### config.mk
export PLATFORM = sky130hd
export DESIGN_NAME = qci_counter
export DESIGN_NICKNAME = d
export VERILOG_FILES = /design/src/core/qci_pkg.sv /design/src/core/qci_phase_dec.sv /design/src/core/qci_counter.sv
export SDC_FILE = /design/constraint.sdc
export NUM_CORES = 1
export LEC_CHECK = 0
export BUFFER_PORTS_ARGS = -buffer_cell sky130_fd_sc_hd__buf_2
export CAP_MARGIN = 0
export CORE_ASPECT_RATIO = 0.9
export CORE_UTILIZATION = 35
export DETAILED_ROUTE_END_ITERATION = 10
export HOLD_SLACK_MARGIN = 0.15
export PLACE_DENSITY = 0.62
export SYNTH_ARGS = -nofsm -noshare
export SYNTH_HDL_FRONTEND = slang
export SYNTH_SLANG_ARGS = --single-unit
### constraint.sdc
create_clock -name clock_i -period 4.68 [get_ports clock_i]
set_input_delay 0.468 -clock clock_i [delete_from_list [all_inputs] [get_ports clock_i]]
set_output_delay 0.468 -clock clock_i [all_outputs]
set_load 0.05 [all_outputs]
### src/core/qci_pkg.sv
// Package: register map, field positions and reset values for the quadrature counter
package qci_pkg;

	// ----------------------------------------------------------------
	// Register byte offsets
	// ----------------------------------------------------------------
	localparam logic [4:0] OFF_CTRL   = 5'h00;
	localparam logic [4:0] OFF_COUNT  = 5'h04;
	localparam logic [4:0] OFF_GEN_A  = 5'h08;
	localparam logic [4:0] OFF_GEN_B  = 5'h0C;
	localparam logic [4:0] OFF_STATUS = 5'h10;
	localparam logic [4:0] OFF_IRQ_EN = 5'h14;

	// ----------------------------------------------------------------
	// Control register fields
	// ----------------------------------------------------------------
	localparam int CTRL_MODE_BIT  = 0;
	localparam int CTRL_CLRA_BIT  = 1;
	localparam int CTRL_CHAN_LSB  = 4;
	localparam int CTRL_CHAN_W    = 3;
	localparam int CTRL_W         = 7;

	// Channels on which phase counting may run
	localparam logic [2:0] CHAN_1 = 3'h1;
	localparam logic [2:0] CHAN_2 = 3'h2;
	localparam logic [2:0] CHAN_4 = 3'h4;
	localparam logic [2:0] CHAN_5 = 3'h5;

	// ----------------------------------------------------------------
	// Status and enable layout (same positions in both registers)
	// ----------------------------------------------------------------
	localparam int ST_MATCH_A = 0;
	localparam int ST_MATCH_B = 1;
	localparam int ST_OVF     = 4;
	localparam int ST_UNF     = 5;
	localparam int ST_DIR     = 7;
	localparam int ST_W       = 8;

	// ----------------------------------------------------------------
	// Widths and reset values
	// ----------------------------------------------------------------
	localparam int          CNT_W       = 16;
	localparam logic [15:0] CNT_MAX     = 16'hFFFF;
	localparam logic [15:0] CNT_RST     = 16'h0000;
	localparam logic [15:0] GEN_RST     = 16'hFFFF;
	localparam logic [6:0]  CTRL_RST    = 7'h00;
	localparam logic [7:0]  ST_RST      = 8'h00;
	localparam logic [7:0]  IRQ_EN_RST  = 8'h00;
	localparam logic [31:0] RDATA_RST   = 32'h0000_0000;

	// Fixed in-channel order of interrupt sources
	localparam logic [1:0] SRC_MATCH_A = 2'h0;
	localparam logic [1:0] SRC_MATCH_B = 2'h1;
	localparam logic [1:0] SRC_OVF     = 2'h2;
	localparam logic [1:0] SRC_UNF     = 2'h3;

	// Count step pulses of one decoder
	typedef struct packed {
		logic up;
		logic dn;
	} qci_step_t;

	// Sticky event flags
	typedef struct packed {
		logic match_a;
		logic match_b;
		logic ovf;
		logic unf;
	} qci_evt_t;

endpackage

### src/core/qci_phase_dec.sv
// Two-phase decoder: synchroniser, edge detect and mode 4 count rules
`timescale 1ns/1ps
`default_nettype none

module qci_phase_dec
(
	input  wire logic              clock_i,  // Peripheral clock
	input  wire logic              rst_i,    // Async reset, high
	input  wire logic              pha_i,    // A phase pin, async
	input  wire logic              phb_i,    // B phase pin, async
	output qci_pkg::qci_step_t     step_o    // One-cycle count steps
);

	logic [1:0] meta_r,  meta_nxt;   // First stage, read only by stage two
	logic [1:0] sync_r,  sync_nxt;   // Second stage, safe to use
	logic [1:0] prev_r,  prev_nxt;   // Previous sample for edge detect
	qci_pkg::qci_step_t step_r, step_nxt;
	logic       b_rise;
	logic       b_fall;

	// ----------------------------------------------------------------
	// Synchroniser and count rules
	// ----------------------------------------------------------------
	// Next values; A edges deliberately produce no step
	always_comb
	begin
		meta_nxt = {phb_i, pha_i};
		sync_nxt = meta_r;
		prev_nxt = sync_r;
		b_rise   = sync_r[1] & ~prev_r[1];
		b_fall   = ~sync_r[1] & prev_r[1];
		step_nxt.up = (b_rise & sync_r[0]) | (b_fall & ~sync_r[0]);
		step_nxt.dn = (b_fall & sync_r[0]) | (b_rise & ~sync_r[0]);
	end

	// Register stage
	always_ff @(posedge clock_i or posedge rst_i)
	begin
		if (rst_i)
		begin
			meta_r <= 2'b00;
			sync_r <= 2'b00;
			prev_r <= 2'b00;
			step_r <= '0;
		end
		else
		begin
			meta_r <= meta_nxt;
			sync_r <= sync_nxt;
			prev_r <= prev_nxt;
			step_r <= step_nxt;
		end
	end

	assign step_o = step_r;
endmodule

`default_nettype wire

### src/core/qci_counter.sv
// Quadrature channel counter with flags, interrupt logic and Avalon-MM registers
//
// The register offsets and the Avalon-MM interface to the registers were left to the implementer.
`timescale 1ns/1ps
`default_nettype none

module qci_counter
(
	input  wire logic        clock_i,          // 100 MHz peripheral clock
	input  wire logic        rst_i,            // Async reset, high
	input  wire logic        ext_clk_in_a,     // Encoder pin A
	input  wire logic        ext_clk_in_b,     // Encoder pin B
	input  wire logic        ext_clk_in_c,     // Encoder pin C
	input  wire logic        ext_clk_in_d,     // Encoder pin D
	input  wire logic [4:0]  avs_address,      // Byte address
	input  wire logic        avs_read,         // Read request
	input  wire logic        avs_write,        // Write request
	input  wire logic [31:0] avs_writedata,    // Write data
	input  wire logic [3:0]  avs_byteenable,   // Byte lanes
	output logic [31:0]      avs_readdata,     // Read data, registered
	output logic             avs_waitrequest,  // Stall until answered
	output logic             irq_o,            // Level interrupt
	output logic [1:0]       irq_src_o,        // Highest pending source
	output logic             xfer_start_o,     // Transfer controller start
	output logic             dma_start_o       // DMA controller start
);

	// ----------------------------------------------------------------
	// Declarations
	// ----------------------------------------------------------------
	qci_pkg::qci_step_t   step_ab, step_cd, step;
	logic [6:0]           ctrl_r,   ctrl_nxt;
	logic [15:0]          count_r,  count_nxt;
	logic [15:0]          gen_a_r,  gen_a_nxt;
	logic [15:0]          gen_b_r,  gen_b_nxt;
	qci_pkg::qci_evt_t    flag_r,   flag_nxt;
	logic                 dir_r,    dir_nxt;
	logic [7:0]           irq_en_r, irq_en_nxt;
	logic                 ack_r,    ack_nxt;
	logic [31:0]          rdata_r,  rdata_nxt;
	qci_pkg::qci_evt_t    evt;
	logic [7:0]           status;
	logic [7:0]           pend;
	logic [2:0]           chan;
	logic                 run;
	logic                 wr_do;
	logic [15:0]          step_val;
	logic                 stepped;

	// ----------------------------------------------------------------
	// Pin decoders, one per pin pair
	// ----------------------------------------------------------------
	qci_phase_dec u_dec_ab
	(
		.clock_i (clock_i),
		.rst_i   (rst_i),
		.pha_i   (ext_clk_in_a),
		.phb_i   (ext_clk_in_b),
		.step_o  (step_ab)
	);

	qci_phase_dec u_dec_cd
	(
		.clock_i (clock_i),
		.rst_i   (rst_i),
		.pha_i   (ext_clk_in_c),
		.phb_i   (ext_clk_in_d),
		.step_o  (step_cd)
	);

	// Pin pair and legal channel select; other channels never count
	always_comb
	begin
		chan = ctrl_r[qci_pkg::CTRL_CHAN_LSB +: qci_pkg::CTRL_CHAN_W];
		run  = ctrl_r[qci_pkg::CTRL_MODE_BIT];
		step = '0;
		if (chan == qci_pkg::CHAN_1 || chan == qci_pkg::CHAN_5)
			step = step_ab;
		else if (chan == qci_pkg::CHAN_2 || chan == qci_pkg::CHAN_4)
			step = step_cd;
		else
			run = 1'b0;
		if (!run)
			step = '0;
	end

	// ----------------------------------------------------------------
	// Counter, compare events and flags
	// ----------------------------------------------------------------
	// Write is taken on the edge where waitrequest is seen low
	assign wr_do = ack_r & avs_write;

	// Step value; compare and clear work as in normal counting
	always_comb
	begin
		stepped  = step.up | step.dn;
		step_val = step.up ? count_r + 16'h0001 : count_r - 16'h0001;
		evt.match_a = stepped && step_val == gen_a_r;
		evt.match_b = stepped && step_val == gen_b_r;
		evt.ovf     = step.up && count_r == qci_pkg::CNT_MAX;
		evt.unf     = step.dn && count_r == qci_pkg::CNT_RST;
		count_nxt = count_r;
		if (stepped)
		begin
			count_nxt = step_val;
			if (evt.match_a && ctrl_r[qci_pkg::CTRL_CLRA_BIT])
				count_nxt = qci_pkg::CNT_RST;
		end
		// Software write wins over a step landing in the same cycle
		if (wr_do && avs_address == qci_pkg::OFF_COUNT)
		begin
			if (avs_byteenable[0])
				count_nxt[7:0] = avs_writedata[7:0];
			if (avs_byteenable[1])
				count_nxt[15:8] = avs_writedata[15:8];
		end
		dir_nxt = step.up ? 1'b1 : (step.dn ? 1'b0 : dir_r);
	end

	// Sticky flags: write one to clear, a new event wins over the clear
	always_comb
	begin
		flag_nxt = flag_r;
		if (wr_do && avs_address == qci_pkg::OFF_STATUS && avs_byteenable[0])
		begin
			if (avs_writedata[qci_pkg::ST_MATCH_A])
				flag_nxt.match_a = 1'b0;
			if (avs_writedata[qci_pkg::ST_MATCH_B])
				flag_nxt.match_b = 1'b0;
			if (avs_writedata[qci_pkg::ST_OVF])
				flag_nxt.ovf = 1'b0;
			if (avs_writedata[qci_pkg::ST_UNF])
				flag_nxt.unf = 1'b0;
		end
		flag_nxt = flag_nxt | evt;
	end

	// ----------------------------------------------------------------
	// Interrupt and transfer requests
	// ----------------------------------------------------------------
	always_comb
	begin
		status = '0;
		status[qci_pkg::ST_MATCH_A] = flag_r.match_a;
		status[qci_pkg::ST_MATCH_B] = flag_r.match_b;
		status[qci_pkg::ST_OVF]     = flag_r.ovf;
		status[qci_pkg::ST_UNF]     = flag_r.unf;
		status[qci_pkg::ST_DIR]     = dir_r;
		pend = status & irq_en_r;
		pend[qci_pkg::ST_DIR] = 1'b0;
		// Fixed order inside the channel; cross-channel order is external
		if (pend[qci_pkg::ST_MATCH_A])
			irq_src_o = qci_pkg::SRC_MATCH_A;
		else if (pend[qci_pkg::ST_MATCH_B])
			irq_src_o = qci_pkg::SRC_MATCH_B;
		else if (pend[qci_pkg::ST_OVF])
			irq_src_o = qci_pkg::SRC_OVF;
		else
			irq_src_o = qci_pkg::SRC_UNF;
	end

	assign irq_o       = |pend;
	assign xfer_start_o = pend[qci_pkg::ST_MATCH_A] | pend[qci_pkg::ST_MATCH_B];
	assign dma_start_o = pend[qci_pkg::ST_MATCH_A];

	// ----------------------------------------------------------------
	// Avalon-MM slave, one wait state on every access
	// ----------------------------------------------------------------
	// Read data is captured on the same edge where waitrequest drops
	always_comb
	begin
		ack_nxt    = (avs_read | avs_write) & ~ack_r;
		rdata_nxt  = rdata_r;
		ctrl_nxt   = ctrl_r;
		gen_a_nxt  = gen_a_r;
		gen_b_nxt  = gen_b_r;
		irq_en_nxt = irq_en_r;
		if (avs_read && !ack_r)
		begin
			unique case (avs_address)
				qci_pkg::OFF_CTRL:   rdata_nxt = {25'h000_0000, ctrl_r};
				qci_pkg::OFF_COUNT:  rdata_nxt = {16'h0000, count_r};
				qci_pkg::OFF_GEN_A:  rdata_nxt = {16'h0000, gen_a_r};
				qci_pkg::OFF_GEN_B:  rdata_nxt = {16'h0000, gen_b_r};
				qci_pkg::OFF_STATUS: rdata_nxt = {24'h00_0000, status};
				qci_pkg::OFF_IRQ_EN: rdata_nxt = {24'h00_0000, irq_en_r};
				default:             rdata_nxt = qci_pkg::RDATA_RST;
			endcase
		end
		if (wr_do)
		begin
			unique case (avs_address)
				qci_pkg::OFF_CTRL:
					if (avs_byteenable[0])
						ctrl_nxt = avs_writedata[6:0];
				qci_pkg::OFF_GEN_A:
				begin
					if (avs_byteenable[0])
						gen_a_nxt[7:0] = avs_writedata[7:0];
					if (avs_byteenable[1])
						gen_a_nxt[15:8] = avs_writedata[15:8];
				end
				qci_pkg::OFF_GEN_B:
				begin
					if (avs_byteenable[0])
						gen_b_nxt[7:0] = avs_writedata[7:0];
					if (avs_byteenable[1])
						gen_b_nxt[15:8] = avs_writedata[15:8];
				end
				qci_pkg::OFF_IRQ_EN:
					if (avs_byteenable[0])
						irq_en_nxt = avs_writedata[7:0];
				default:
					irq_en_nxt = irq_en_r;
			endcase
		end
	end

	assign avs_waitrequest = (avs_read | avs_write) & ~ack_r;
	assign avs_readdata    = rdata_r;

	// ----------------------------------------------------------------
	// State registers
	// ----------------------------------------------------------------
	always_ff @(posedge clock_i or posedge rst_i)
	begin
		if (rst_i)
		begin
			ctrl_r   <= qci_pkg::CTRL_RST;
			count_r  <= qci_pkg::CNT_RST;
			gen_a_r  <= qci_pkg::GEN_RST;
			gen_b_r  <= qci_pkg::GEN_RST;
			flag_r   <= '0;
			dir_r    <= 1'b0;
			irq_en_r <= qci_pkg::IRQ_EN_RST;
			ack_r    <= 1'b0;
			rdata_r  <= qci_pkg::RDATA_RST;
		end
		else
		begin
			ctrl_r   <= ctrl_nxt;
			count_r  <= count_nxt;
			gen_a_r  <= gen_a_nxt;
			gen_b_r  <= gen_b_nxt;
			flag_r   <= flag_nxt;
			dir_r    <= dir_nxt;
			irq_en_r <= irq_en_nxt;
			ack_r    <= ack_nxt;
			rdata_r  <= rdata_nxt;
		end
	end
endmodule

`default_nettype wire

==> impl.org, run 1 <==
** STA
- Setup repair after global routing left no endpoint under its margin.
- Min Tclk post-route :: 4.31 ns
- Sum Neg Setup Slack :: 0 ns
- Total count of max-transition violations in the final report :: 0
- Across the routed clock network, the largest skew measured is 0.0110 ns.
- Setup violations remaining at the end of the flow were counted as 0.
- Setup slack closes at about 0.37 ns.
- For the pin with the worst max-slew slack, the measured transition is 1.12 ns.
- Static timing analysis puts the maximum clock frequency at ~230 MHz.
- Final worst path period share :: between 90% and 100%
- Measured against its own limit, the worst slew margin works out to about a quarter.
- The final hold violation count is 0.

** Die
- Height of the chip :: about 130 um
- After floorplanning, the core was sized to cover 17200 sq um.
- # rows :: 45
- In this run the horizontal extent of the chip is ~140 um.
- Starting Density :: between 30% and 40%
- Die area :: approximately 18000 sq um
- During I/O placement, the number of pins put on the boundary was 87.

** Global routing
- Pin count of the biggest net entering global routing :: about 60
- For this run the aggregate overflow at the end of global routing stands at 0.
- The first global-routing pass estimated approximately 26000 um of wire.
- Number of antenna violations at the first check in global routing :: 0
- The via count of the first global-routing pass came to between 4000 and 5000.
- Overall global routing resource usage :: between 10% and 20%

** Cells and area
- Number of nets in the final layout :: between 700 and 800
- Compared with the post-synthesis result, the final layout area differs by 13.0%.
- The post-route netlist has 28.2% of its cells at a drive strength greater than 1.
- Final cell area excluding filler cells :: slightly above 7000 sq um
- After the flow finishes, the layout carries non-filler instances totaling 888.
- Antenna cell count :: 0
- Summing all flip-flop and latch instances after layout gives 2520 sq um.
- Number of fillers in the final layout :: roughly 1600
- Measured on the finished design, the core utilization comes to around two fifths.
- Combined area of the multi-input logic cells :: 3550 sq um

** Clocking
- Total number of clock tree sinks :: just under 100
- Hold_buf cts :: 0
- # H-tree levels :: 3
- In this run the clock root is driven by a sky130_fd_sc_hd__clkbuf_16.
- In this run, CTS created clock tree buffers numbering 9.
- After clock tree synthesis, the clock-pin slew on the worst setup and hold paths is 0.08 ns.
- TritonCTS built the clock tree.
- Number of buffers on the longest clock path :: 2
- Clock insertion delay at the later pin of the skew report :: 0.36 ns

** Route
- Before antenna repair, the detailed router went through 5 iterations.
- Number of vias in the routed layout :: slightly below 5000
- Routed WL :: 16300 um
- Iter 0 DRT Violations :: between 300 and 400
- After detailed routing, the average wire length per cell comes to 18.3 um.
- After detailed routing, the number of vias per cell comes to ~5.4.
- DR DRC count :: 0
- Number of nets with antenna violations after detailed routing :: 0

** Yosys
- Library cell with the highest instance count after synthesis :: sky130_fd_sc_hd__nand2_1
- Number of enable-type register cells in the synthesized netlist :: 0
- After synthesis, flip-flops and latches occupy 40.4% of the total area.
- Largest cells by area after synthesis :: sky130_fd_sc_hd__dfrtp_1, sky130_fd_sc_hd__dfstp_2, sky130_fd_sc_hd__mux2_2
- Cell accounting for the most synthesized area :: sky130_fd_sc_hd__dfrtp_1
- Counting every instance in the synthesized netlist gives 600.
- Synth warnings :: 0
- Most common library cells after synthesis :: sky130_fd_sc_hd__nand2_1, sky130_fd_sc_hd__dfrtp_1, sky130_fd_sc_hd__mux2_2
- Mean post-synth cell area :: just over 10 sq um
- Post-Synthesis Cell Area :: roughly 6200 sq um
- After synthesis, the largest area contributor takes up a little over a quarter of total cell area.
- The synthesized netlist contains 74 unique library cells.
- For this run, the leading register cell type out of synthesis is sky130_fd_sc_hd__dfrtp_1.
- Async set-or-reset flop fraction in the synthesized netlist :: between 90% and 100%
- After synthesis the netlist holds a flip-flop and latch count of slightly below 100.

** Place
- In this run the cell area measured after placement is 6690 sq um.
- Half-perimeter wire length of the detailed placement result :: about 12000 um
- Gp weighted congestion :: ~0.91
- Total placed cells including tap cells :: around 870
- OpenSTA, run right after detailed placement, puts the worst setup slack at between 0.2 and 0.25 ns.
- Port buffering added between 50 and 60 buffers.

** Critical path
- Ordered list of cells on the worst path :: xnor2_1 > o22ai_1 > and2_1 > clkinvlp_4 > buf_4 > ha_1 > a21oi_1 > nand2_1 > a221o_1 > a31oi_4 > xnor3_1 > nor4b_4 > nand4b_4 > buf_12 > a31o_1
- STA classifies the critical path endpoint as a flip-flop.
- Data required time at the worst endpoint :: slightly below 5 ns
- Launching element type of the critical path :: flip-flop
- On the worst path, the slowest cell contributes a delay of between 0.4 and 0.5 ns.
- Data arrival time of the worst path :: 4.55 ns
- The slowest stage of the critical path is the sky130_fd_sc_hd__dfrtp_1 cell.
- CP max FO :: 16
- Crit path kind :: flip-flop to flip-flop

** Outcome
- The run finished with clean final reports.

** Power and ir drop
- Leakage Power :: roughly 0.0032 uW
- Power per standard cell area :: about 570 nW/um^2
- Maximum resistive drop on vdd :: 0.210 mV

** Flow run
- Count of maximum capacitance violations :: 0

** Worst hold path
- Tightest Hold Check Type :: input port to flip-flop
==> worst max-delay path, delay by kind of cell, from the launching register on <==
kind | cells | cell delay [ns]
compound gates | 5 | 1.30
simple gates | 4 | 0.84
buf+inv | 3 | 0.69
xor+xnor | 2 | 0.51
flops | 1 | 0.45
fa+ha+maj | 1 | 0.37
==> registers in the layout (all words and copies together), names as in the netlist <==
signal	cells
avs_readdata	16
u_dec_cd.meta_r	2
count_r	16
flag_r	4
u_dec_cd.prev_nxt	2
u_dec_ab.meta_r	2
ack_r	1
gen_a_r	16
u_dec_ab.prev_r	1
ctrl_r	7
u_dec_cd.prev_r	1
dir_r	1
u_dec_ab.prev_nxt	2
irq_en_r	8
u_dec_ab.step_o	2
u_dec_cd.step_o	2
gen_b_r	16
==> final timing paths <==
path | end | cells after the start | from | slack (ns)
setup / recovery | count_r[12] | 15 | ctrl_r[5] | 0.37
hold / removal | u_dec_cd.meta_r[1] | 1 | ext_clk_in_d | 0.21
setup reg to reg | count_r[12] | 15 | ctrl_r[5] | 0.37
hold reg to reg | u_dec_cd.prev_nxt[0] | 0 | u_dec_cd.meta_r[0] | 0.35
max in group asynchronous | gen_a_r[11] | 3 | rst_i | 3.41
min in group asynchronous | irq_en_r[2] | 2 | rst_i | 0.24
==> where the power goes <==
part | total, uW | switching [uW] | internal, uW
registers | 1160 | 175 | 985
logic | 2090 | 1170 | 914
clock network | 737 | 363 | 375
==> cell type report <==
type | count | share of cell area (%)
Timing Repair Buffer | 64 | 5.15
Sequential cell | 99 | 35.7
Clock inverter | 7 | 0.959
Clock buffer | 9 | 3.20
Inverter | 6 | 0.409
Multi-Input combinational cell | 468 | 50.4
Tap cell | 235 | 4.17
==> through the flow <==
stage	hold slack (ns)	total power (uW)
after floorplan	0.331	2800
after global placement	0.332	3180
after detailed placement	0.336	3230
after CTS	0.203	3980
after global routing	0.201	4240
final	0.212	3980
==> metal layers <==
layer  part of all wire, %  up-vias  GRT usage (%)
met2                    46      146           29.6
met4                   1.5        0           6.39
met5                     0        -              0
met1                    48     2423           26.3
met3                   4.5       16           2.68
li1                      -     2249              -
==> repair_timing <==
item | CTS | global route
buffers inserted | 0 | 6
setup endpoints to repair | 0 | 16
gates resized for setup | 0 | 2
==> kinds of logic after synthesis <==
group / after synthesis / synth area share [%]
multiplexers: 73 / 12.7
adder cells (fa/ha/maj): 18 / 3.73
other: 1 / 0.0601
XOR/XNOR: 47 / 8.39
flip-flops: 99 / 40.4
AND/OR/NAND/NOR: 203 / 16.5
AO/OA/AOI/OAI: 111 / 14.2
buffers and inverters: 48 / 4.01
==> placed cells by master, fill, tap and decap left out, types with 17 or more instances in the layout <==
cell,instances
sky130_fd_sc_hd__ha_1,17
sky130_fd_sc_hd__xnor2_1,32
sky130_fd_sc_hd__nand2_1,85
sky130_fd_sc_hd__a21o_1,17
sky130_fd_sc_hd__mux2i_1,26
sky130_fd_sc_hd__mux2_2,47
sky130_fd_sc_hd__dfstp_2,32
sky130_fd_sc_hd__dfrtp_1,67
sky130_fd_sc_hd__nand3_1,26
sky130_fd_sc_hd__o21ai_0,17
sky130_fd_sc_hd__buf_2,52
sky130_fd_sc_hd__nor2_1,18
Note: power is estimated with default switching activity, not from simulation.
==> run 2: changes to the inputs <==
Settings changed: ABC_AREA set to 1.
==> run 2 against run 1 <==
Compared with the run above:
- maximum frequency up 15%
- die area up 1.2%
- sequential share of layout area down 0.36 points
- sequential cell count unchanged
- worst setup slack better by 0.55 ns
- non-clock buffer count down 8
- critical path type unchanged
- largest cell class unchanged
- largest power group is now registers
==> impl.org, run 2 <==
** Route
- The iteration count of the initial detailed-routing pass was 8 (+3).
- Number of vias in the routed layout :: 5761 (+19%)
- Met2 Routed Length :: 7500 um (+0.29%)
- Met1 layer wirelength in the final routing :: 8670 um (+11%)
- The average wire per cell in the routed design came to 15.3 um (-17%).
- DR DRC count :: 0 (unchanged)
- The remaining antenna violation count is 0 (unchanged).
- Iter 0 DRT Violations :: 509 (+49%)
- Routed signal wires occupy layers up through met4.
- The wire length on met3 was 1190 um (+61%).
- The post-detailed-route via-to-cell ratio was 4.98 (-8.5%).
- Routed WL :: 17700 um (+8.8%)

** Power and ir drop
- The total net switching power came to 885 uW (-48%).
- Clk pwr share :: 33.9% (+15 points)
- Power per standard cell area :: 363 nW/um^2 (-36%)
- The static leakage came to 0.00336 uW (+4.2%).
- Internal Pwr Total :: 1700 uW (-25%)
- Maximum resistive drop on vdd :: 0.236 mV (+13%)
- The combinational share of power is 25.7% (-27 points).
- The switching share of power was 34.3% (-8.7 points).
- The part of the power in registers was 40.4% (+11 points).

** Worst hold path
- Startpoint of the tightest hold check path :: ext_clk_in_d
- Tightest Hold Check Type :: input port to flip-flop
- Sink of the worst hold path :: u_dec_cd.meta_r[1]
- The number of cells on the worst hold path is 1 (unchanged).

** Clocking
- The setup fix buffers added after clock tree synthesis is 0 (unchanged).
- Clock insertion delay at the later pin of the skew report :: 0.35 ns (about the same)
- Clock tree root buffer cell :: sky130_fd_sc_hd__clkbuf_16
- The total of cells resized after clock tree synthesis came to 0 (unchanged).
- Num CTS Buffers :: 9 (unchanged)
- CTS tree :: done
- Clock transition at path regs :: 0.07 ns (about the same)
- The clock sink total came to 99 (unchanged).
- The quantity of hold-fixing buffers added after cts is 0 (unchanged).
- The maximum number of buffers from clock root to sink came to 2 (unchanged).
- The H-tree level count was 3 (unchanged).

** Critical path
- The worst path required time was 4.92 ns (about the same).
- The startpoint identified for the worst register-to-register timing path is ctrl_r[5].
- The critical path's largest stage delay was 0.43 ns (-0.02 ns).
- Launching element type of the critical path :: flip-flop
- Worst R2R End :: count_r[2]
- On the critical path, the stage with the largest delay is an instance of sky130_fd_sc_hd__fa_1.
- The length in cells of the worst reg-to-reg path was 21 (+6).
- Ordered list of cells on the worst path :: inv_1 > nand2_1 > nand4_1 > nand2_1 > nand2_2 > inv_1 > fa_1 > inv_1 > nand3_1 > nand2_2 > nand3_1 > nand4_1 > nand2_1 > nand2_1 > nand2_1 > inv_1 > nand2_1 > nor2_4 > nand4_4 > nand2_1 > a21oi_1
- Among cell families on the critical path, the largest total delay comes from simple AND/OR/NAND/NOR gates.
- The minimum setup slack among reg-to-reg paths is 0.92 ns (+0.55 ns).
- CP max FO :: 21 (+5)
- Data arrival time of the worst path :: 4.00 ns (-0.55 ns)
- CP Buf/Inv Count :: 4 (+1)
- By startpoint and endpoint, the worst setup path is classified as flip-flop to flip-flop.
- Crit-path most repeated cell :: sky130_fd_sc_hd__nand2_1
- Crit path launch :: ctrl_r[5]
- Setup crit end kind :: flip-flop

** STA
- Worst relative slew slack :: 49.1% (+25 points)
- The minimum period implied by the final worst setup slack came to 3.76 ns (-0.547 ns).
- Sum Neg Setup Slack :: 0 ns (unchanged)
- Clock skew after layout :: 0.00730 ns (-0.00373 ns)
- Worst-margin pin slew :: 0.763 ns (-0.358 ns)
- The post-route fraction of the period consumed by the critical path is 80.4% (-12 points).
- The count of final max-slew check failures is 0 (unchanged).
- The worst hold slack is 0.217 ns (+0.00541 ns).
- Highest clock rate :: 266 MHz (+15%)
- RSZ-0062 raised after global routing :: no
- The final hold violation count was 0 (unchanged).
- Setup violation total in the final timing report :: 0 (unchanged)

** Die
- # rows :: 46 (+2.2%)
- The effective utilization at floorplan was 35.9% (-0.46 points).
- Width of the chip :: 144 um (+0.62%)
- The overall die area is 18600 sq um (+1.2%).
- The core outline area is 17600 sq um (+2.6%).
- Number of placed I/O pins :: 87 (unchanged)
- The height of the die was 129 um (+0.62%).

** Cells and area
- Antenna cell count :: 0 (unchanged)
- In the layout the commonest cells are sky130_fd_sc_hd__nand2_1, sky130_fd_sc_hd__inv_1, sky130_fd_sc_hd__o21ai_0, sky130_fd_sc_hd__nor2_1, sky130_fd_sc_hd__dfrtp_1.
- Share of post-route cells with drive strength above 1 :: 18.4% (-9.7 points)
- The fill cell instance count of the final layout came to 1856 (+13%).
- Register area :: 2520 sq um (unchanged)
- The number of nets in the layout was 979 (+37%).
- The finished layout cell area came to 7120 sq um (+1.0%).
- Post-route non-filler standard cell count :: 1157 (+30%)
- The library cell used most frequently in the layout, excluding fill and tap cells, is sky130_fd_sc_hd__nand2_1.
- Synth-to-Final Area Change :: 12.7%
- The area taken by multi-input logic gates is 3200 sq um (-9.7%).

** Yosys
- The count of flip-flops with a built-in enable after synthesis came to 0 (unchanged).
- Share of Yosys cell area claimed by the top area cell type :: 26.6% (-0.34 points)
- Sorting the synthesized cells by how often they occur yields sky130_fd_sc_hd__nand2_1, sky130_fd_sc_hd__inv_1, sky130_fd_sc_hd__o21ai_0.
- Sorting the synthesized cells by area gives the leading types as sky130_fd_sc_hd__dfrtp_1, sky130_fd_sc_hd__nand2_1, sky130_fd_sc_hd__dfstp_2.
- Post-Synthesis Cell Area :: 6310 sq um (+1.3%)
- sky130_fd_sc_hd__nand2_1 is the most common cell in the netlist.
- Cell accounting for the most synthesized area :: sky130_fd_sc_hd__dfrtp_1
- The count of warnings emitted by yosys came to 0 (unchanged).
- The post-synthesis average cell area was 7.33 sq um (-29%).
- The count of different cell masters after synthesis was 44 (-41%).
- The number of flip-flops and latches in the synthesized netlist was 99 (unchanged).
- Synth Flop Type :: sky130_fd_sc_hd__dfrtp_1
- The sequential cell area fraction in the yosys report is 39.9% (-0.50 points).
- Syn Inst Count :: 861 (+44%)
- Async set-or-reset flop fraction in the synthesized netlist :: 100% (unchanged)

** Global routing
- Global-route wire length before repair :: 28400 um (+8.2%)
- The maximum number of pins on one net before global-route repair came to 63 (+3.3%).
- The overall global routing resource usage came to 20.3% (+1.5 points).
- Via count of the first global-routing pass :: 5186 (+10%)
- Overflow after GRT :: 0 (unchanged)
- Number of antenna violations at the first check in global routing :: 0 (unchanged)

** Place
- Post-place instance area :: 6770 sq um (+1.2%)
- Half-perimeter wire length of the detailed placement result :: 13500 um (+9.0%)
- The number of buffers added on ports came to 52 (unchanged).
- The routability congestion estimate from global placement is 0.882 (-3.3%).
- Total placed cells including tap cells :: 1141 (+32%)

** Flow run
- Count of maximum capacitance violations :: 0 (unchanged)

** Outcome
- Run status :: finished, final reports clean
## run 2: cell count changes after synthesis, moves of 30 or more
cell and change:
sky130_fd_sc_hd__nand2_1 +152, sky130_fd_sc_hd__inv_1 +108, sky130_fd_sc_hd__o21ai_0 +61, sky130_fd_sc_hd__nor2_1 +49, sky130_fd_sc_hd__mux2_2 -47, sky130_fd_sc_hd__a21oi_1 +39, sky130_fd_sc_hd__xnor2_1 -30
## run 2: layer usage
layer  vias up  GRT usage, %
li1       2859             -
met1      2663          30.4
met2       210          29.8
met3        29          3.14
met4         0          6.26
met5         -             0
## run 2: per-stage QoR
step | util [%] | worst slack [ns] | total power [uW]
after floorplan | - | 1.49 | 1550
after global placement | 38.4 | 0.949 | 1710
after detailed placement | 38.4 | 0.939 | 1710
after CTS | 40.4 | 0.926 | 2590
after global routing | 40.4 | 0.539 | 2720
final | 40.4 | 0.919 | 2580
## run 2: worst max path at each step
| stage | endpoint | slack [ns] | cells past startpoint |
|---|---|---|---|
| final | count_r[2] | 0.92 | 21 |
| after global placement | count_r[2] | 0.95 | 19 |
| after CTS | count_r[2] | 0.93 | 19 |
| after floorplan | irq_o | 1.49 | 4 |
| after global routing | count_r[0] | 0.54 | 21 |
| after detailed placement | count_r[2] | 0.94 | 18 |
## run 2: power by group through the flow
stage	Clock, uW	Combinational [uW]	Sequential, uW
3_5_place_dp	0	659	1050
6_report	874	664	1040
2_1_floorplan	0	493	1050
3_3_place_gp	0	654	1050
4_1_cts	889	662	1040
5_1_grt	921	741	1050
## run 2: cells by family after synthesis
logic type	share of synthesized area, %
simple gates	29.7
compound gates	14.9
buf+inv	10.3
flops	39.9
fa+ha+maj	3.69
xor+xnor	1.47
other cells	0.0594
## run 2: cell type report
type,count,area share [%]
Multi-Input combinational cell,625,45.0
Sequential cell,99,35.4
Inverter,121,6.42
Tap cell,240,4.22
Timing Repair Buffer,56,4.08
Clock buffer,10,3.36
Clock inverter,6,1.55
==> run 3: changes to the inputs <==
Settings changed: PLACE_DENSITY 0.62 to 0.64.
Clock period 4.68 ns to 3.4 ns, I/O delays scaled along.
==> run 3 against run 2 <==
Compared with the run above:
- non-clock buffer count up 38
- via count up 2.9%
- sequential cell count unchanged
- largest power group unchanged
- critical path type unchanged
- largest cell class unchanged
- sequential power up 38%
- register-to-register slack worse by 0.67 ns
- final cell count up 3.3%
==> impl.org, run 3 (synthesis gave the netlist of run 2 again) <==
** Worst hold path
- Tightest Hold Check Type :: input port to asynchronous set/reset pin

** Power and ir drop
- Power per standard cell area :: 480 nW/um^2 (+32%)
- The switching share of power is 35.1% (+0.88 points).
- Maximum resistive drop on vdd :: 0.281 mV (+19%)
- Internal Pwr Total :: 2320 uW (+36%)
- The part of the power in registers came to 40.2% (-0.2 points).
- Power dissipated by switching net loads :: 1260 uW (+42%)
- The static leakage was 0.00354 uW (+5.3%).
- Logic gate share of total power :: 28.2% (+2.5 points)
- The part of the total power dissipated in the clock network came to 31.6% (-2.3 points).

** Place
- Gp weighted congestion :: 0.858 (-2.7%)
- Total placed cells including tap cells :: 1175 (+3.0%)
- Half-perimeter wire length of the detailed placement result :: 13900 um (+3.0%)
- Port buffer count :: 52 (unchanged)

** Critical path
- CP max FO :: 9 (-57%)
- R2r worst-path depth :: 23 (+9.5%)
- Setup crit end kind :: flip-flop
- The data arrival time of the critical path was 3.42 ns (-0.58 ns).
- The worst path required time is 3.67 ns (-1.25 ns).
- Crit path kind :: flip-flop to flip-flop
- Launching element type of the critical path :: flip-flop

** Route
- Sum of met3 wire segment lengths after detailed routing :: 1150 um (-3.3%)
- The initial detailed-routing violation count was 552 (+8.4%).
- The average wire per cell in the routed design is 15.1 um (-1.6%).
- The post-detailed-routing wire length is 18000 um (+1.6%).
- Number of nets with antenna violations after detailed routing :: 0 (unchanged)
- The number of design rule violations left after detail routing was 0 (unchanged).
- The met2 wire length was 7700 um (+2.7%).
- Top routing layer in use :: met4
- The iteration count of the initial detailed-routing pass is 5 (-3).
- Number of vias in the routed layout :: 5930 (+2.9%)
- Average vias per placed instance :: 4.96 (-0.34%)
- Met1 layer wirelength in the final routing :: 8830 um (+1.9%)

** Clocking
- The maximum number of buffers from clock root to sink came to 2 (unchanged).
- The clock insertion delay at the later pin of the skew report was 0.35 ns (about the same).
- TritonCTS built the clock tree.
- Clock tree root buffer cell :: sky130_fd_sc_hd__clkbuf_16
- The H-tree level count was 3 (unchanged).
- Total number of clock tree sinks :: 99 (unchanged)
- The clock-pin slew on the worst setup and hold paths is 0.07 ns (about the same).
- Num CTS Buffers :: 9 (unchanged)

** STA
- Worst-margin pin slew :: 0.796 ns (+0.0329 ns)
- The worst relative slew slack came to 46.9% (-2.2 points).
- The post-route fraction of the period consumed by the critical path is 92.6% (+12 points).
- Sum Neg Setup Slack :: 0 ns (unchanged)
- Worst Hold Slack :: 0.147 ns (-0.0702 ns)
- Clock skew after layout :: 0.00739 ns (+0.0000918 ns)
- Final hold viol count :: 0 (unchanged)
- Setup repair after global routing left no endpoint under its margin.
- Total count of max-transition violations in the final report :: 0 (unchanged)
- Min Tclk post-route :: 3.15 ns (-0.612 ns)
- Setup violation total in the final timing report :: 0 (unchanged)
- The maximum frequency from static timing analysis is 318 MHz (+19%).

** Die
- The core outline area came to 17600 sq um (unchanged).
- Starting Density :: 35.9% (unchanged)
- The overall die area came to 18600 sq um (unchanged).
- The floorplan row count came to 46 (unchanged).
- The total I/O pin count is 87 (unchanged).
- Width of the chip :: 144 um (unchanged)
- The height of the die was 129 um (unchanged).

** Outcome
- The run finished with clean final reports.

** Cells and area
- The library cell used most frequently in the layout, excluding fill and tap cells, is sky130_fd_sc_hd__nand2_1.
- Number of fillers in the final layout :: 1832 (-1.3%)
- Compared with the post-synthesis result, the final layout area differs by 17.8%.
- The final non-filler cell total came to 1195 (+3.3%).
- Antenna cell count :: 0 (unchanged)
- The number of nets in the layout was 1017 (+3.9%).
- The fraction of layout instances using a drive strength above 1 came to 22.0% (+3.6 points).
- Commonest cells after routing, fill and taps aside :: sky130_fd_sc_hd__nand2_1, sky130_fd_sc_hd__inv_1, sky130_fd_sc_hd__o21ai_0, sky130_fd_sc_hd__dfrtp_1, sky130_fd_sc_hd__nor2_1

** Global routing
- Overflow after GRT :: 0 (unchanged)
- Overall global routing resource usage :: 20.3% (+0.032 points)
- Via count of the first global-routing pass :: 5483 (+5.7%)
- Pin count of the biggest net entering global routing :: 64 (+1.6%)
- Number of antenna violations at the first check in global routing :: 0 (unchanged)
- The global-route wire length before repair is 28800 um (+1.2%).

** Flow run
- The reported max-cap violation count was 0 (unchanged).
## run 3: final timing paths
path / slack [ns] / start / endpoint
setup / recovery: 0.25 / ctrl_r[5] / count_r[4]
hold / removal: 0.15 / rst_i / avs_readdata[9]
setup reg to reg: 0.25 / ctrl_r[5] / count_r[4]
max in group asynchronous: 2.51 / rst_i / gen_a_r[2]
min in group clock_i: 0.25 / avs_writedata[14] / gen_a_r[14]
hold reg to reg: 0.35 / u_dec_cd.meta_r[0] / u_dec_cd.prev_nxt[0]
## run 3: per-stage QoR
step           setup WS (ns)  cell area, sq um  utilization, %  total power, uW
2_1_floorplan          0.336              6370               -             2130
3_3_place_gp           0.286              7050            40.0             2430
3_5_place_dp           0.239              7050            40.0             2440
4_1_cts                0.215              7410            42.1             3570
5_1_grt             0.000542              7440            42.2             3760
6_report               0.251              7440            42.2             3570
## run 3: routing by layer
metal,up-vias,track usage (%)
li1,2932,-
met1,2727,30.3
met2,241,31.1
met3,30,1.81
met4,0,5.94
met5,-,0
## run 3: final cells by class
type / count / area [sq um] / area share, %
multi-input cells: 625 / 3230 / 43.4
flip-flops and latches: 99 / 2520 / 33.9
clock inverters: 7 / 100 / 1.35
clock buffers: 9 / 225 / 3.03
repair buffers: 94 / 611 / 8.21
inverters: 121 / 457 / 6.14
well taps: 240 / 300 / 4.04
## run 3: power groups by stage
stage               sequential (uW)  clock [uW]  combinational (uW)
finish                         1440        1130                1010
global route                   1450        1190                1120
CTS                            1430        1140                 998
detailed placement             1450           0                 990
global placement               1450           0                 978
floorplan                      1450           0                 679
## run 3: timing repair
item,4_1_cts,5_1_grt
setup buffers,0,0
endpoints found under the hold margin,4,0
resized for setup,0,7
hold buffers,4,0
setup endpoints to repair,0,16
## run 3: critical path, cell delays in order, from the launching register on
cell and delay, ns:
sky130_fd_sc_hd__dfrtp_1 0.41, sky130_fd_sc_hd__inv_1 0.09, sky130_fd_sc_hd__nand2_1 0.10, sky130_fd_sc_hd__nand3_1 0.12
sky130_fd_sc_hd__a21oi_4 0.07, sky130_fd_sc_hd__nand2_2 0.09, sky130_fd_sc_hd__buf_4 0.13, sky130_fd_sc_hd__inv_1 0.05
sky130_fd_sc_hd__fa_1 0.41, sky130_fd_sc_hd__inv_1 0.12, sky130_fd_sc_hd__nand3_1 0.11, sky130_fd_sc_hd__nand2_2 0.13
sky130_fd_sc_hd__nand2_2 0.08, sky130_fd_sc_hd__nand2_2 0.07, sky130_fd_sc_hd__nand3_2 0.09, sky130_fd_sc_hd__buf_4 0.16
sky130_fd_sc_hd__nand3_1 0.09, sky130_fd_sc_hd__nand3b_1 0.09, sky130_fd_sc_hd__nand2_1 0.10, sky130_fd_sc_hd__nor2_4 0.06
sky130_fd_sc_hd__nand4_4 0.09, sky130_fd_sc_hd__buf_4 0.19, sky130_fd_sc_hd__nand2_1 0.07, sky130_fd_sc_hd__a21oi_1 0.14
